==> src/inc/cip_pkg.sv <==
package cip_pkg;

    localparam int NUM_REQ = 8;
    localparam int LVL_W = 3;

    // apb word offsets of the two device ports
    localparam logic [11:0] OFF_CMD = 12'h000;
    localparam logic [11:0] OFF_MASK = 12'h004;

    // command byte fields on the register_select_line low port
    localparam int BIT_INIT = 4;
    localparam int BIT_CMD3 = 3;
    localparam int BIT_POLL = 2;
    localparam int BIT_RDSEL = 1;
    localparam int BIT_RDISR = 0;
    localparam int BIT_EOS = 5;
    localparam int BIT_SPEC = 6;
    localparam int BIT_SINGLE = 1;

    // acknowledge answer bytes
    localparam logic [7:0] CALL_OPCODE = 8'hcd;
    localparam logic [2:0] IDLE_LVL = 3'h7;

    // reset values, and ACK_LAST, the count of the third acknowledge pulse
    localparam logic [7:0] RST_MASK = 8'h00;
    localparam logic [7:0] RST_CASCADE = 8'h00;
    localparam logic [7:0] RST_VEC_HI = 8'h00;
    localparam logic [2:0] RST_VEC_LO = 3'h0;
    localparam logic [1:0] ACK_LAST = 2'h2;

    typedef enum logic [2:0] {
        INIT_READY = 3'b001,
        INIT_VECTOR = 3'b010,
        INIT_CASCADE = 3'b100
    } cip_init_t;

    typedef struct packed {
        logic present;
        logic [3:0] pad;
        logic [2:0] lvl;
    } cip_poll_word_t;

endpackage

==> src/core/cip_req_latch.sv <==
`timescale 1ns/10ps

module cip_req_latch #(
    parameter int WIDTH = 8
) (
    input wire logic core_clk, // system clock
    input wire logic reset, // synchronous, active high
    input wire logic [WIDTH-1:0] req_in, // raw request inputs
    input wire logic [WIDTH-1:0] clr, // acknowledged bits to drop
    output logic [WIDTH-1:0] latched // request_latch_register
);

    logic [WIDTH-1:0] prev_ff;
    logic [WIDTH-1:0] latched_ff;

    assign latched = latched_ff;

    ////////////////////////////////////////////////////////////////////////
    genvar gi;
    generate
        for (gi = 0; gi < WIDTH; gi++) begin : g_bit
            wire rise = req_in[gi] & ~prev_ff[gi];
            always_ff @(posedge core_clk) begin
                if (reset) begin
                    prev_ff[gi] <= 1'b0;
                    latched_ff[gi] <= 1'b0;
                end else begin
                    prev_ff[gi] <= req_in[gi];
                    // a fresh edge beats an acknowledge clear in the same cycle
                    latched_ff[gi] <= rise | (latched_ff[gi] & ~clr[gi]);
                end
            end
        end
    endgenerate

endmodule

==> src/core/cip_prio.sv <==
`timescale 1ns/10ps

module cip_prio #(
    parameter int WIDTH = 8,
    parameter int LW = 3
) (
    input wire logic [WIDTH-1:0] req, // latched requests
    input wire logic [WIDTH-1:0] mask, // mask bits
    input wire logic [WIDTH-1:0] insvc, // in-service bits
    output logic win_valid, // an unmasked request outranks service
    output logic [LW-1:0] win_lvl, // its level, 0 highest
    output logic svc_valid, // any level in service
    output logic [LW-1:0] svc_lvl // highest level in service
);

    logic [WIDTH-1:0] cand;
    logic [WIDTH-1:0] above;

    ////////////////////////////////////////////////////////////////////////
    genvar gi;
    generate
        for (gi = 0; gi < WIDTH; gi++) begin : g_cell
            // a level is blocked by service at its own or a higher level
            assign above[gi] = |insvc[gi:0];
            assign cand[gi] = req[gi] & ~mask[gi] & ~above[gi];
        end
    endgenerate

    assign win_valid = |cand;
    assign svc_valid = |insvc;

    always_comb begin
        win_lvl = cip_pkg::IDLE_LVL;
        svc_lvl = cip_pkg::IDLE_LVL;
        for (int i = WIDTH - 1; i >= 0; i--) begin
            if (cand[i]) begin
                win_lvl = LW'(i);
            end
            if (insvc[i]) begin
                svc_lvl = LW'(i);
            end
        end
    end

endmodule

==> src/core/cip_poll_cascade.sv <==
`timescale 1ns/10ps

module cip_poll_cascade #(
    parameter int NUM_REQ = cip_pkg::NUM_REQ
) (
    input wire logic core_clk, // system clock, 100 MHz
    input wire logic reset, // synchronous, active high
    input wire logic psel, // apb select
    input wire logic penable, // apb access phase
    input wire logic pwrite, // apb direction
    input wire logic [11:0] paddr, // apb byte address
    input wire logic [31:0] pwdata, // apb write data
    output logic [31:0] prdata, // apb read data
    output logic pready, // apb ready
    output logic pslverr, // apb error on unmapped address
    input wire logic [NUM_REQ-1:0] request_input, // request_input lines
    input wire logic master_select_pin, // high: cascade master
    input wire logic acknowledge_strobe, // one-cycle acknowledge pulse
    input wire logic [2:0] cascade_id_in, // cascade_id_lines level seen
    output logic [2:0] cascade_id_out, // cascade_id_lines drive value
    output logic cascade_id_oe, // high while driving cascade_id_lines
    output logic [7:0] ack_data, // acknowledge answer byte
    output logic ack_data_oe, // one-cycle strobe: ack_data valid
    output logic int_out // interrupt request output
);

    ////////////////////////////////////////////////////////////////////////
    // state
    logic [NUM_REQ-1:0] svc_ff;
    logic [7:0] mask_ff;
    logic [7:0] cascade_cfg_ff;
    logic [7:0] vec_hi_ff;
    logic [2:0] vec_lo_ff;
    logic single_ff;
    logic rd_svc_ff;
    logic poll_armed_ff;
    logic poll_hit_ff;
    logic [2:0] poll_lvl_ff;
    cip_pkg::cip_init_t init_ff;
    logic [1:0] ack_cnt_ff;
    logic [2:0] ack_lvl_ff;
    logic ack_to_slave_ff;
    logic ack_owner_ff;
    logic master_ff;
    logic [31:0] prdata_ff;
    logic pready_ff;
    logic pslverr_ff;
    logic [2:0] cas_out_ff;
    logic cas_oe_ff;
    logic [7:0] ack_data_ff;
    logic ack_oe_ff;
    logic int_ff;

    logic [NUM_REQ-1:0] req_latched;
    logic win_valid;
    logic [2:0] win_lvl;
    logic svc_valid;
    logic [2:0] svc_lvl;

    assign prdata = prdata_ff;
    assign pready = pready_ff;
    assign pslverr = pslverr_ff;
    assign cascade_id_out = cas_out_ff;
    assign cascade_id_oe = cas_oe_ff;
    assign ack_data = ack_data_ff;
    assign ack_data_oe = ack_oe_ff;
    assign int_out = int_ff;

    ////////////////////////////////////////////////////////////////////////
    // apb decode
    wire is_cmd = paddr == cip_pkg::OFF_CMD;
    wire is_mask = paddr == cip_pkg::OFF_MASK;
    wire addr_ok = is_cmd | is_mask;
    wire access_first = psel & penable & ~pready_ff;
    wire done = psel & penable & pready_ff;
    wire wr_done = done & pwrite & addr_ok;
    wire [7:0] wd = pwdata[7:0];
    wire cmd_wr = wr_done & is_cmd;
    wire mask_wr = wr_done & is_mask;
    wire init_wr = cmd_wr & wd[cip_pkg::BIT_INIT];
    wire cmd3_wr = cmd_wr & ~wd[cip_pkg::BIT_INIT] & wd[cip_pkg::BIT_CMD3];
    wire cmd2_wr = cmd_wr & ~wd[cip_pkg::BIT_INIT] & ~wd[cip_pkg::BIT_CMD3];
    wire poll_cmd = cmd3_wr & wd[cip_pkg::BIT_POLL] & ~wd[cip_pkg::BIT_RDSEL] &
        ~wd[cip_pkg::BIT_RDISR];
    wire rdsel_cmd = cmd3_wr & ~wd[cip_pkg::BIT_POLL] & wd[cip_pkg::BIT_RDSEL];
    wire eos_cmd = cmd2_wr & wd[cip_pkg::BIT_EOS];
    wire [2:0] eos_lvl = wd[cip_pkg::BIT_SPEC] ? wd[2:0] : svc_lvl;
    // the poll word is frozen at the first access cycle; the service bit is set
    // from that frozen level so the returned word and the state agree
    wire poll_rd_done = done & ~pwrite & is_cmd & poll_armed_ff;

    ////////////////////////////////////////////////////////////////////////
    // read mux
    cip_pkg::cip_poll_word_t poll_word;
    assign poll_word.present = win_valid;
    assign poll_word.pad = 4'h0;
    assign poll_word.lvl = win_valid ? win_lvl : cip_pkg::IDLE_LVL;

    wire [7:0] status_word = rd_svc_ff ? svc_ff : req_latched;
    wire [7:0] cmd_word = poll_armed_ff ? poll_word : status_word;
    wire [7:0] rd_byte = is_mask ? mask_ff : cmd_word;
    wire [31:0] nxt_prdata = addr_ok ? {24'h000000, rd_byte} : 32'h00000000;

    ////////////////////////////////////////////////////////////////////////
    // cascade roles
    wire is_master = master_ff;
    wire ack_pulse = acknowledge_strobe;
    wire ack_first = ack_pulse & (ack_cnt_ff == 2'h0);
    wire ack_second = ack_pulse & (ack_cnt_ff == 2'h1);
    wire ack_third = ack_pulse & (ack_cnt_ff == cip_pkg::ACK_LAST);
    wire win_to_slave = is_master & ~single_ff & cascade_cfg_ff[win_lvl];
    wire id_match = cascade_id_in == cascade_cfg_ff[2:0];
    wire owner_now = is_master ? ~ack_to_slave_ff : id_match;
    wire [7:0] vec_lo_byte = {vec_lo_ff, ack_lvl_ff, 2'b00};

    // who takes the winning level into service, and when
    wire master_take = ack_first & is_master & win_valid;
    wire slave_take = ack_second & ~is_master & id_match;
    wire poll_take = poll_rd_done & poll_hit_ff;

    logic [NUM_REQ-1:0] svc_set;
    logic [NUM_REQ-1:0] svc_clr;
    logic [NUM_REQ-1:0] req_clr;

    always_comb begin
        svc_set = '0;
        svc_clr = '0;
        if (master_take) begin
            svc_set[win_lvl] = 1'b1;
        end
        if (slave_take) begin
            svc_set[ack_lvl_ff] = 1'b1;
        end
        if (poll_take) begin
            svc_set[poll_lvl_ff] = 1'b1;
        end
        if (eos_cmd & (wd[cip_pkg::BIT_SPEC] | svc_valid)) begin
            svc_clr[eos_lvl] = 1'b1;
        end
        req_clr = svc_set;
    end

    wire [NUM_REQ-1:0] nxt_svc = (svc_ff & ~svc_clr) | svc_set;

    ////////////////////////////////////////////////////////////////////////
    // request latch and resolver
    cip_req_latch #(
        .WIDTH(NUM_REQ)
    ) u_latch (
        .core_clk(core_clk),
        .reset(reset),
        .req_in(request_input),
        .clr(req_clr),
        .latched(req_latched)
    );

    cip_prio #(
        .WIDTH(NUM_REQ),
        .LW(3)
    ) u_prio (
        .req(req_latched),
        .mask(mask_ff),
        .insvc(svc_ff),
        .win_valid(win_valid),
        .win_lvl(win_lvl),
        .svc_valid(svc_valid),
        .svc_lvl(svc_lvl)
    );

    ////////////////////////////////////////////////////////////////////////
    // bus answer
    always_ff @(posedge core_clk) begin
        if (reset) begin
            prdata_ff <= 32'h00000000;
            pready_ff <= 1'b0;
            pslverr_ff <= 1'b0;
        end else begin
            pready_ff <= access_first;
            pslverr_ff <= access_first & ~addr_ok;
            if (access_first & ~pwrite) begin
                prdata_ff <= nxt_prdata;
            end
        end
    end

    ////////////////////////////////////////////////////////////////////////
    // poll and read selection
    always_ff @(posedge core_clk) begin
        if (reset) begin
            poll_armed_ff <= 1'b0;
            poll_hit_ff <= 1'b0;
            poll_lvl_ff <= cip_pkg::IDLE_LVL;
            rd_svc_ff <= 1'b0;
        end else begin
            if (access_first & ~pwrite & is_cmd) begin
                poll_hit_ff <= win_valid;
                poll_lvl_ff <= win_lvl;
            end
            // a poll covers one read only; the host must re-arm it
            if (poll_cmd) begin
                poll_armed_ff <= 1'b1;
            end else if (poll_rd_done | init_wr) begin
                poll_armed_ff <= 1'b0;
            end
            if (init_wr) begin
                rd_svc_ff <= 1'b0;
            end else if (rdsel_cmd) begin
                rd_svc_ff <= wd[cip_pkg::BIT_RDISR];
            end
        end
    end

    ////////////////////////////////////////////////////////////////////////
    // setup words and mask; each device holds its own copy
    always_ff @(posedge core_clk) begin
        if (reset) begin
            init_ff <= cip_pkg::INIT_READY;
            mask_ff <= cip_pkg::RST_MASK;
            cascade_cfg_ff <= cip_pkg::RST_CASCADE;
            vec_hi_ff <= cip_pkg::RST_VEC_HI;
            vec_lo_ff <= cip_pkg::RST_VEC_LO;
            single_ff <= 1'b1;
        end else if (init_wr) begin
            init_ff <= cip_pkg::INIT_VECTOR;
            mask_ff <= cip_pkg::RST_MASK;
            vec_lo_ff <= wd[7:5];
            single_ff <= wd[cip_pkg::BIT_SINGLE];
        end else if (mask_wr) begin
            case (init_ff)
                cip_pkg::INIT_VECTOR: begin
                    vec_hi_ff <= wd;
                    init_ff <= single_ff ? cip_pkg::INIT_READY : cip_pkg::INIT_CASCADE;
                end
                cip_pkg::INIT_CASCADE: begin
                    cascade_cfg_ff <= wd;
                    init_ff <= cip_pkg::INIT_READY;
                end
                cip_pkg::INIT_READY: begin
                    mask_ff <= wd;
                end
                default: begin
                    init_ff <= cip_pkg::INIT_READY;
                end
            endcase
        end
    end

    ////////////////////////////////////////////////////////////////////////
    // service bits
    always_ff @(posedge core_clk) begin
        if (reset) begin
            svc_ff <= '0;
        end else if (init_wr) begin
            svc_ff <= '0;
        end else begin
            svc_ff <= nxt_svc;
        end
    end

    ////////////////////////////////////////////////////////////////////////
    // acknowledge sequence: call, low vector byte, high vector byte
    always_ff @(posedge core_clk) begin
        if (reset) begin
            ack_cnt_ff <= 2'h0;
            ack_lvl_ff <= cip_pkg::IDLE_LVL;
            ack_to_slave_ff <= 1'b0;
            ack_owner_ff <= 1'b0;
            master_ff <= 1'b0;
        end else begin
            master_ff <= master_select_pin;
            if (ack_pulse) begin
                ack_cnt_ff <= ack_third ? 2'h0 : ack_cnt_ff + 2'h1;
            end
            if (ack_first) begin
                // slaves latch their winner too; only the addressed one takes it into service
                ack_lvl_ff <= win_valid ? win_lvl : cip_pkg::IDLE_LVL;
                ack_to_slave_ff <= win_valid & win_to_slave;
            end
            if (ack_second) begin
                ack_owner_ff <= owner_now;
            end
        end
    end

    always_ff @(posedge core_clk) begin
        if (reset) begin
            ack_data_ff <= 8'h00;
            ack_oe_ff <= 1'b0;
        end else begin
            ack_oe_ff <= 1'b0;
            if (ack_first & is_master) begin
                ack_data_ff <= cip_pkg::CALL_OPCODE;
                ack_oe_ff <= 1'b1;
            end else if (ack_second & owner_now) begin
                ack_data_ff <= vec_lo_byte;
                ack_oe_ff <= 1'b1;
            end else if (ack_third & ack_owner_ff) begin
                ack_data_ff <= vec_hi_ff;
                ack_oe_ff <= 1'b1;
            end
        end
    end

    ////////////////////////////////////////////////////////////////////////
    // cascade lines and interrupt output
    // the id stays on the lines until the next first pulse that hands a level to a
    // slave, so slaves that sample late still see the right owner during pulses two and three
    always_ff @(posedge core_clk) begin
        if (reset) begin
            cas_out_ff <= 3'h0;
            cas_oe_ff <= 1'b0;
            int_ff <= 1'b0;
        end else begin
            cas_oe_ff <= master_select_pin;
            if (ack_first & win_valid & win_to_slave) begin
                cas_out_ff <= win_lvl;
            end
            // the same resolver serves master and slave; a slave's output feeds
            // one master input, giving eight slaves of eight levels at most
            int_ff <= win_valid;
        end
    end

endmodule

==> config.mk <==
export PLATFORM = sky130hd
export DESIGN_NAME = cip_poll_cascade
export DESIGN_NICKNAME = d
export VERILOG_FILES = /design/src/inc/cip_pkg.sv /design/src/core/cip_req_latch.sv /design/src/core/cip_prio.sv /design/src/core/cip_poll_cascade.sv
export SDC_FILE = /design/constraint.sdc
export NUM_CORES = 1
export LEC_CHECK = 0
export BUFFER_PORTS_ARGS = -buffer_cell sky130_fd_sc_hd__buf_2
export CORE_UTILIZATION = 30
export DETAILED_ROUTE_END_ITERATION = 12
export GPL_TIMING_DRIVEN = 0
export PLACE_DENSITY = 0.63
export SLEW_MARGIN = 20
export SYNTH_ARGS = -nofsm -noshare
export SYNTH_HDL_FRONTEND = slang
export SYNTH_SLANG_ARGS = --single-unit
==> constraint.sdc <==
create_clock -name core_clk -period 2.5 [get_ports core_clk]
set_input_delay 0.5 -clock core_clk [delete_from_list [all_inputs] [get_ports core_clk]]
set_output_delay 0.5 -clock core_clk [all_outputs]
set_load 0.01 [all_outputs]
==> results.py <==
metrics = {
    "run_status": {
        "status": "finished, violations left",
        "violations": "design-rule violations, negative setup slack",
    },
    "sta": {
        "finalCritPeriodShare_pct": 105,
        "grt_setup_unrepaired": "true",
        "max_slew.worst_pin.slew_ns": 0.680,
        "fin_setup_tns_ns": -0.398,
        "whs_ns": 0.362,
        "fin_ws_ns": -0.136,
        "finalSetupViolCount": 3,
        "max-slew-margin-rel_pct": 54.7,
        "hold_violations": 0,
        "slew_violations": 0,
        "fmax_ghz": 0.379,
        "min_period_ns": 2.64,
        "fin_skew_ns": 0.0111,
    },
    "finish": {
        "final_cell_area_sq_mm": 0.00567,
        "layout-drive-gt1-share_pct": 27.5,
        "fin_cells": 813,
        "n_antenna_cell": 0,
        "final_util_pct": 38.7,
        "nNetsFinal": 686,
        "fillers": 1509,
        "syn_to_final_growth_pct": 25.2,
    },
    "global_route": {
        "top_usage_layer": "met2",
        "antenna_found_initial": 0,
        "grt.total_usage_pct": 16.8,
        "use_met3_pct": 3.39,
        "grt_pass1_wl_microns": 20300,
        "grt_pass1_vias": 3693,
        "grt_overflow": 0,
        "use_met2_pct": 25.4,
        "grt_max_degree": 19,
        "grtUsageMet1_pct": 22.8,
    },
    "clock_network": {
        "clockRootBuffer": "clkbuf_16",
        "cts_tree": "built",
        "clk_latency_ns": 0.35,
        "cts-buffers-inserted": 9,
        "clockBufferDepth": 2,
        "path_clk_slew_ns": 0.07,
        "cts_sinks": 92,
        "cts.htree.levels": 3,
    },
    "worst_setup_path": {
        "required_ns": 2.74,
        "critical_path_class": "flop to flop",
        "startpoint_type": "flop",
        "crit_fanout": 4,
        "worstPathArrival_ns": 2.88,
        "cp-end-kind": "flop",
    },
    "placement": {
        "dpl_cell_area_sq_mm": 0.00515,
        "globalplace.congestion": 0.948,
        "port_buffers": 59,
        "dp_hpwl_microns": 9480,
        "dp.cells": 787,
    },
    "yosys": {
        "synthCells": 521,
        "synth.most_common_cell": "dfxtp_1",
        "synth.distinct_cells": 58,
        "yosys.area.top_type": "dfxtp_1",
        "synth_edf_count": 0,
        "seq_area_frac_synth_pct": 40.7,
        "yosysWarnings": 0,
        "netlist_area_sq_mm": 0.00452,
        "synth_area_per_cell_sq_um": 8.68,
        "synthArstFlopShare_pct": 0,
        "synth_top_area_share_pct": 40.7,
        "ys_ff_latch": 92,
        "synthTopCellsByArea": "dfxtp_1, mux2i_1, nor2_1",
        "yosys-top-cells-count": "dfxtp_1, nor2_1, a21oi_1, mux2i_1, nor2b_1",
        "synthFlopType": "dfxtp_1",
    },
    "job": {
        "drv_cap": 0,
    },
    "power": {
        "power.density_mw_per_mm2": 582,
        "leakage_nw": 2.39,
        "ir_drop_mv": 0.352,
    },
    "drt": {
        "drtPass1Iterations": 8,
        "wirelength_microns": 12900,
        "vias": 4068,
        "drt_first_iter_violations": 317,
        "routed_via_density": 5.00,
        "wl_per_cell_microns": 15.8,
        "antenna_left": 0,
        "route.detailed.drc": 11,
    },
    "floorplanning": {
        "floorplan.initialDensity_pct": 30.9,
        "io_pins": 110,
        "die_w_microns": 125,
        "core_area_sq_mm": 0.0146,
        "row_count": 44,
        "die_area_sq_mm": 0.0156,
        "fp.dieH_microns": 125,
    },
    "min_path": {
        "hp-class": "input port to flop",
    },
}
-- metrics by stage --
step	setup slack [ns]	power, W
3_5_place_dp	-0.611	0.00196
5_1_grt	-0.161	0.00343
4_1_cts	-0.150	0.00331
2_1_floorplan	0.00619	0.00183
3_3_place_gp	-0.621	0.00196
6_report	-0.136	0.00330
-- cells in the final DEF (no fill, tap or decap), types with 16 or more instances in the layout --
cell type  instances
dfxtp_1           88
nor2_1            87
buf_2             59
buf_4             39
a21oi_1           38
mux2i_1           34
nor2b_1           29
conb_1            24
nand2_1           18
clkbuf_1          16
-- area by class of cell --
| cell class | count | area, sq um | share of cell area (%) |
|---|---|---|---|
| Buffer | 50 | 325 | 5.74 |
| Inverter | 7 | 26.3 | 0.464 |
| Clock inverter | 7 | 66.3 | 1.17 |
| Clock buffer | 9 | 225 | 3.97 |
| Sequential cell | 92 | 1850 | 32.7 |
| Multi-Input combinational cell | 391 | 2530 | 44.6 |
| Timing Repair Buffer | 73 | 413 | 7.29 |
| Tap cell | 184 | 230 | 4.06 |
-- routing by layer --
layer	vias up	routed length, microns
met3	28	690
li1	2006	-
met4	0	418
met1	1893	6090
met2	141	5670
met5	-	0
-- cell families after synthesis --
logic type / count (synthesis) / share of synthesized area (%)
other cells: 1 / 0.0829
simple gates: 217 / 25.2
xor+xnor: 3 / 0.581
compound gates: 106 / 16.0
flops: 92 / 40.7
mux: 41 / 9.51
buf+inv: 61 / 7.83
-- power by group --
part	leakage [nW]	switching (W)	total, W	internal, W
sequential	0.751	0.0000273	0.00153	0.00150
clock	0.136	0.000638	0.00134	0.000697
combinational	1.50	0.000244	0.000438	0.000193
-- state kept, by name, summed over array words and instances (netlist names), 2 cells and up --
register         flops
mask_ff              8
ack_cnt_ff           2
svc_ff               8
poll_lvl_ff          3
u_latch.prev_ff      8
prdata               8
u_latch.latched      8
vec_lo_ff            3
cascade_id_out       3
vec_hi_ff            8
init_ff              3
cascade_cfg_ff       8
ack_data             8
ack_lvl_ff           3
-- critical path: stages, from the launching register on --
cell and delay [ns]:
dfxtp_4 0.36, or4_4 0.55, o41ai_4 0.29, buf_4 0.20, mux2_4 0.17, o22ai_2 0.07
or4_4 0.58, mux2_4 0.32
-- final timing paths --
kind                               endpoint  cells past startpoint                         start  slack (ns)
max          cascade_id_out[2]$_SDFFE_PP0P_                      7          svc_ff[1]$_SDFF_PP0_       -0.14
min                cascade_id_oe$_SDFF_PP0_                      2             master_select_pin        0.36
max reg2reg  cascade_id_out[2]$_SDFFE_PP0P_                      7          svc_ff[1]$_SDFF_PP0_       -0.14
min reg2reg    ack_to_slave_ff$_SDFFE_PP0P_                      2  ack_to_slave_ff$_SDFFE_PP0P_        0.46
-- timing repair --
action,in CTS,in global routing
endpoints found under the hold margin,0,0
resized for setup,12,24
setup endpoints to repair,30,47
hold buffers,0,0
pin swaps,3,6
setup buffers,6,8
Note: power is estimated with default switching activity, not from simulation.
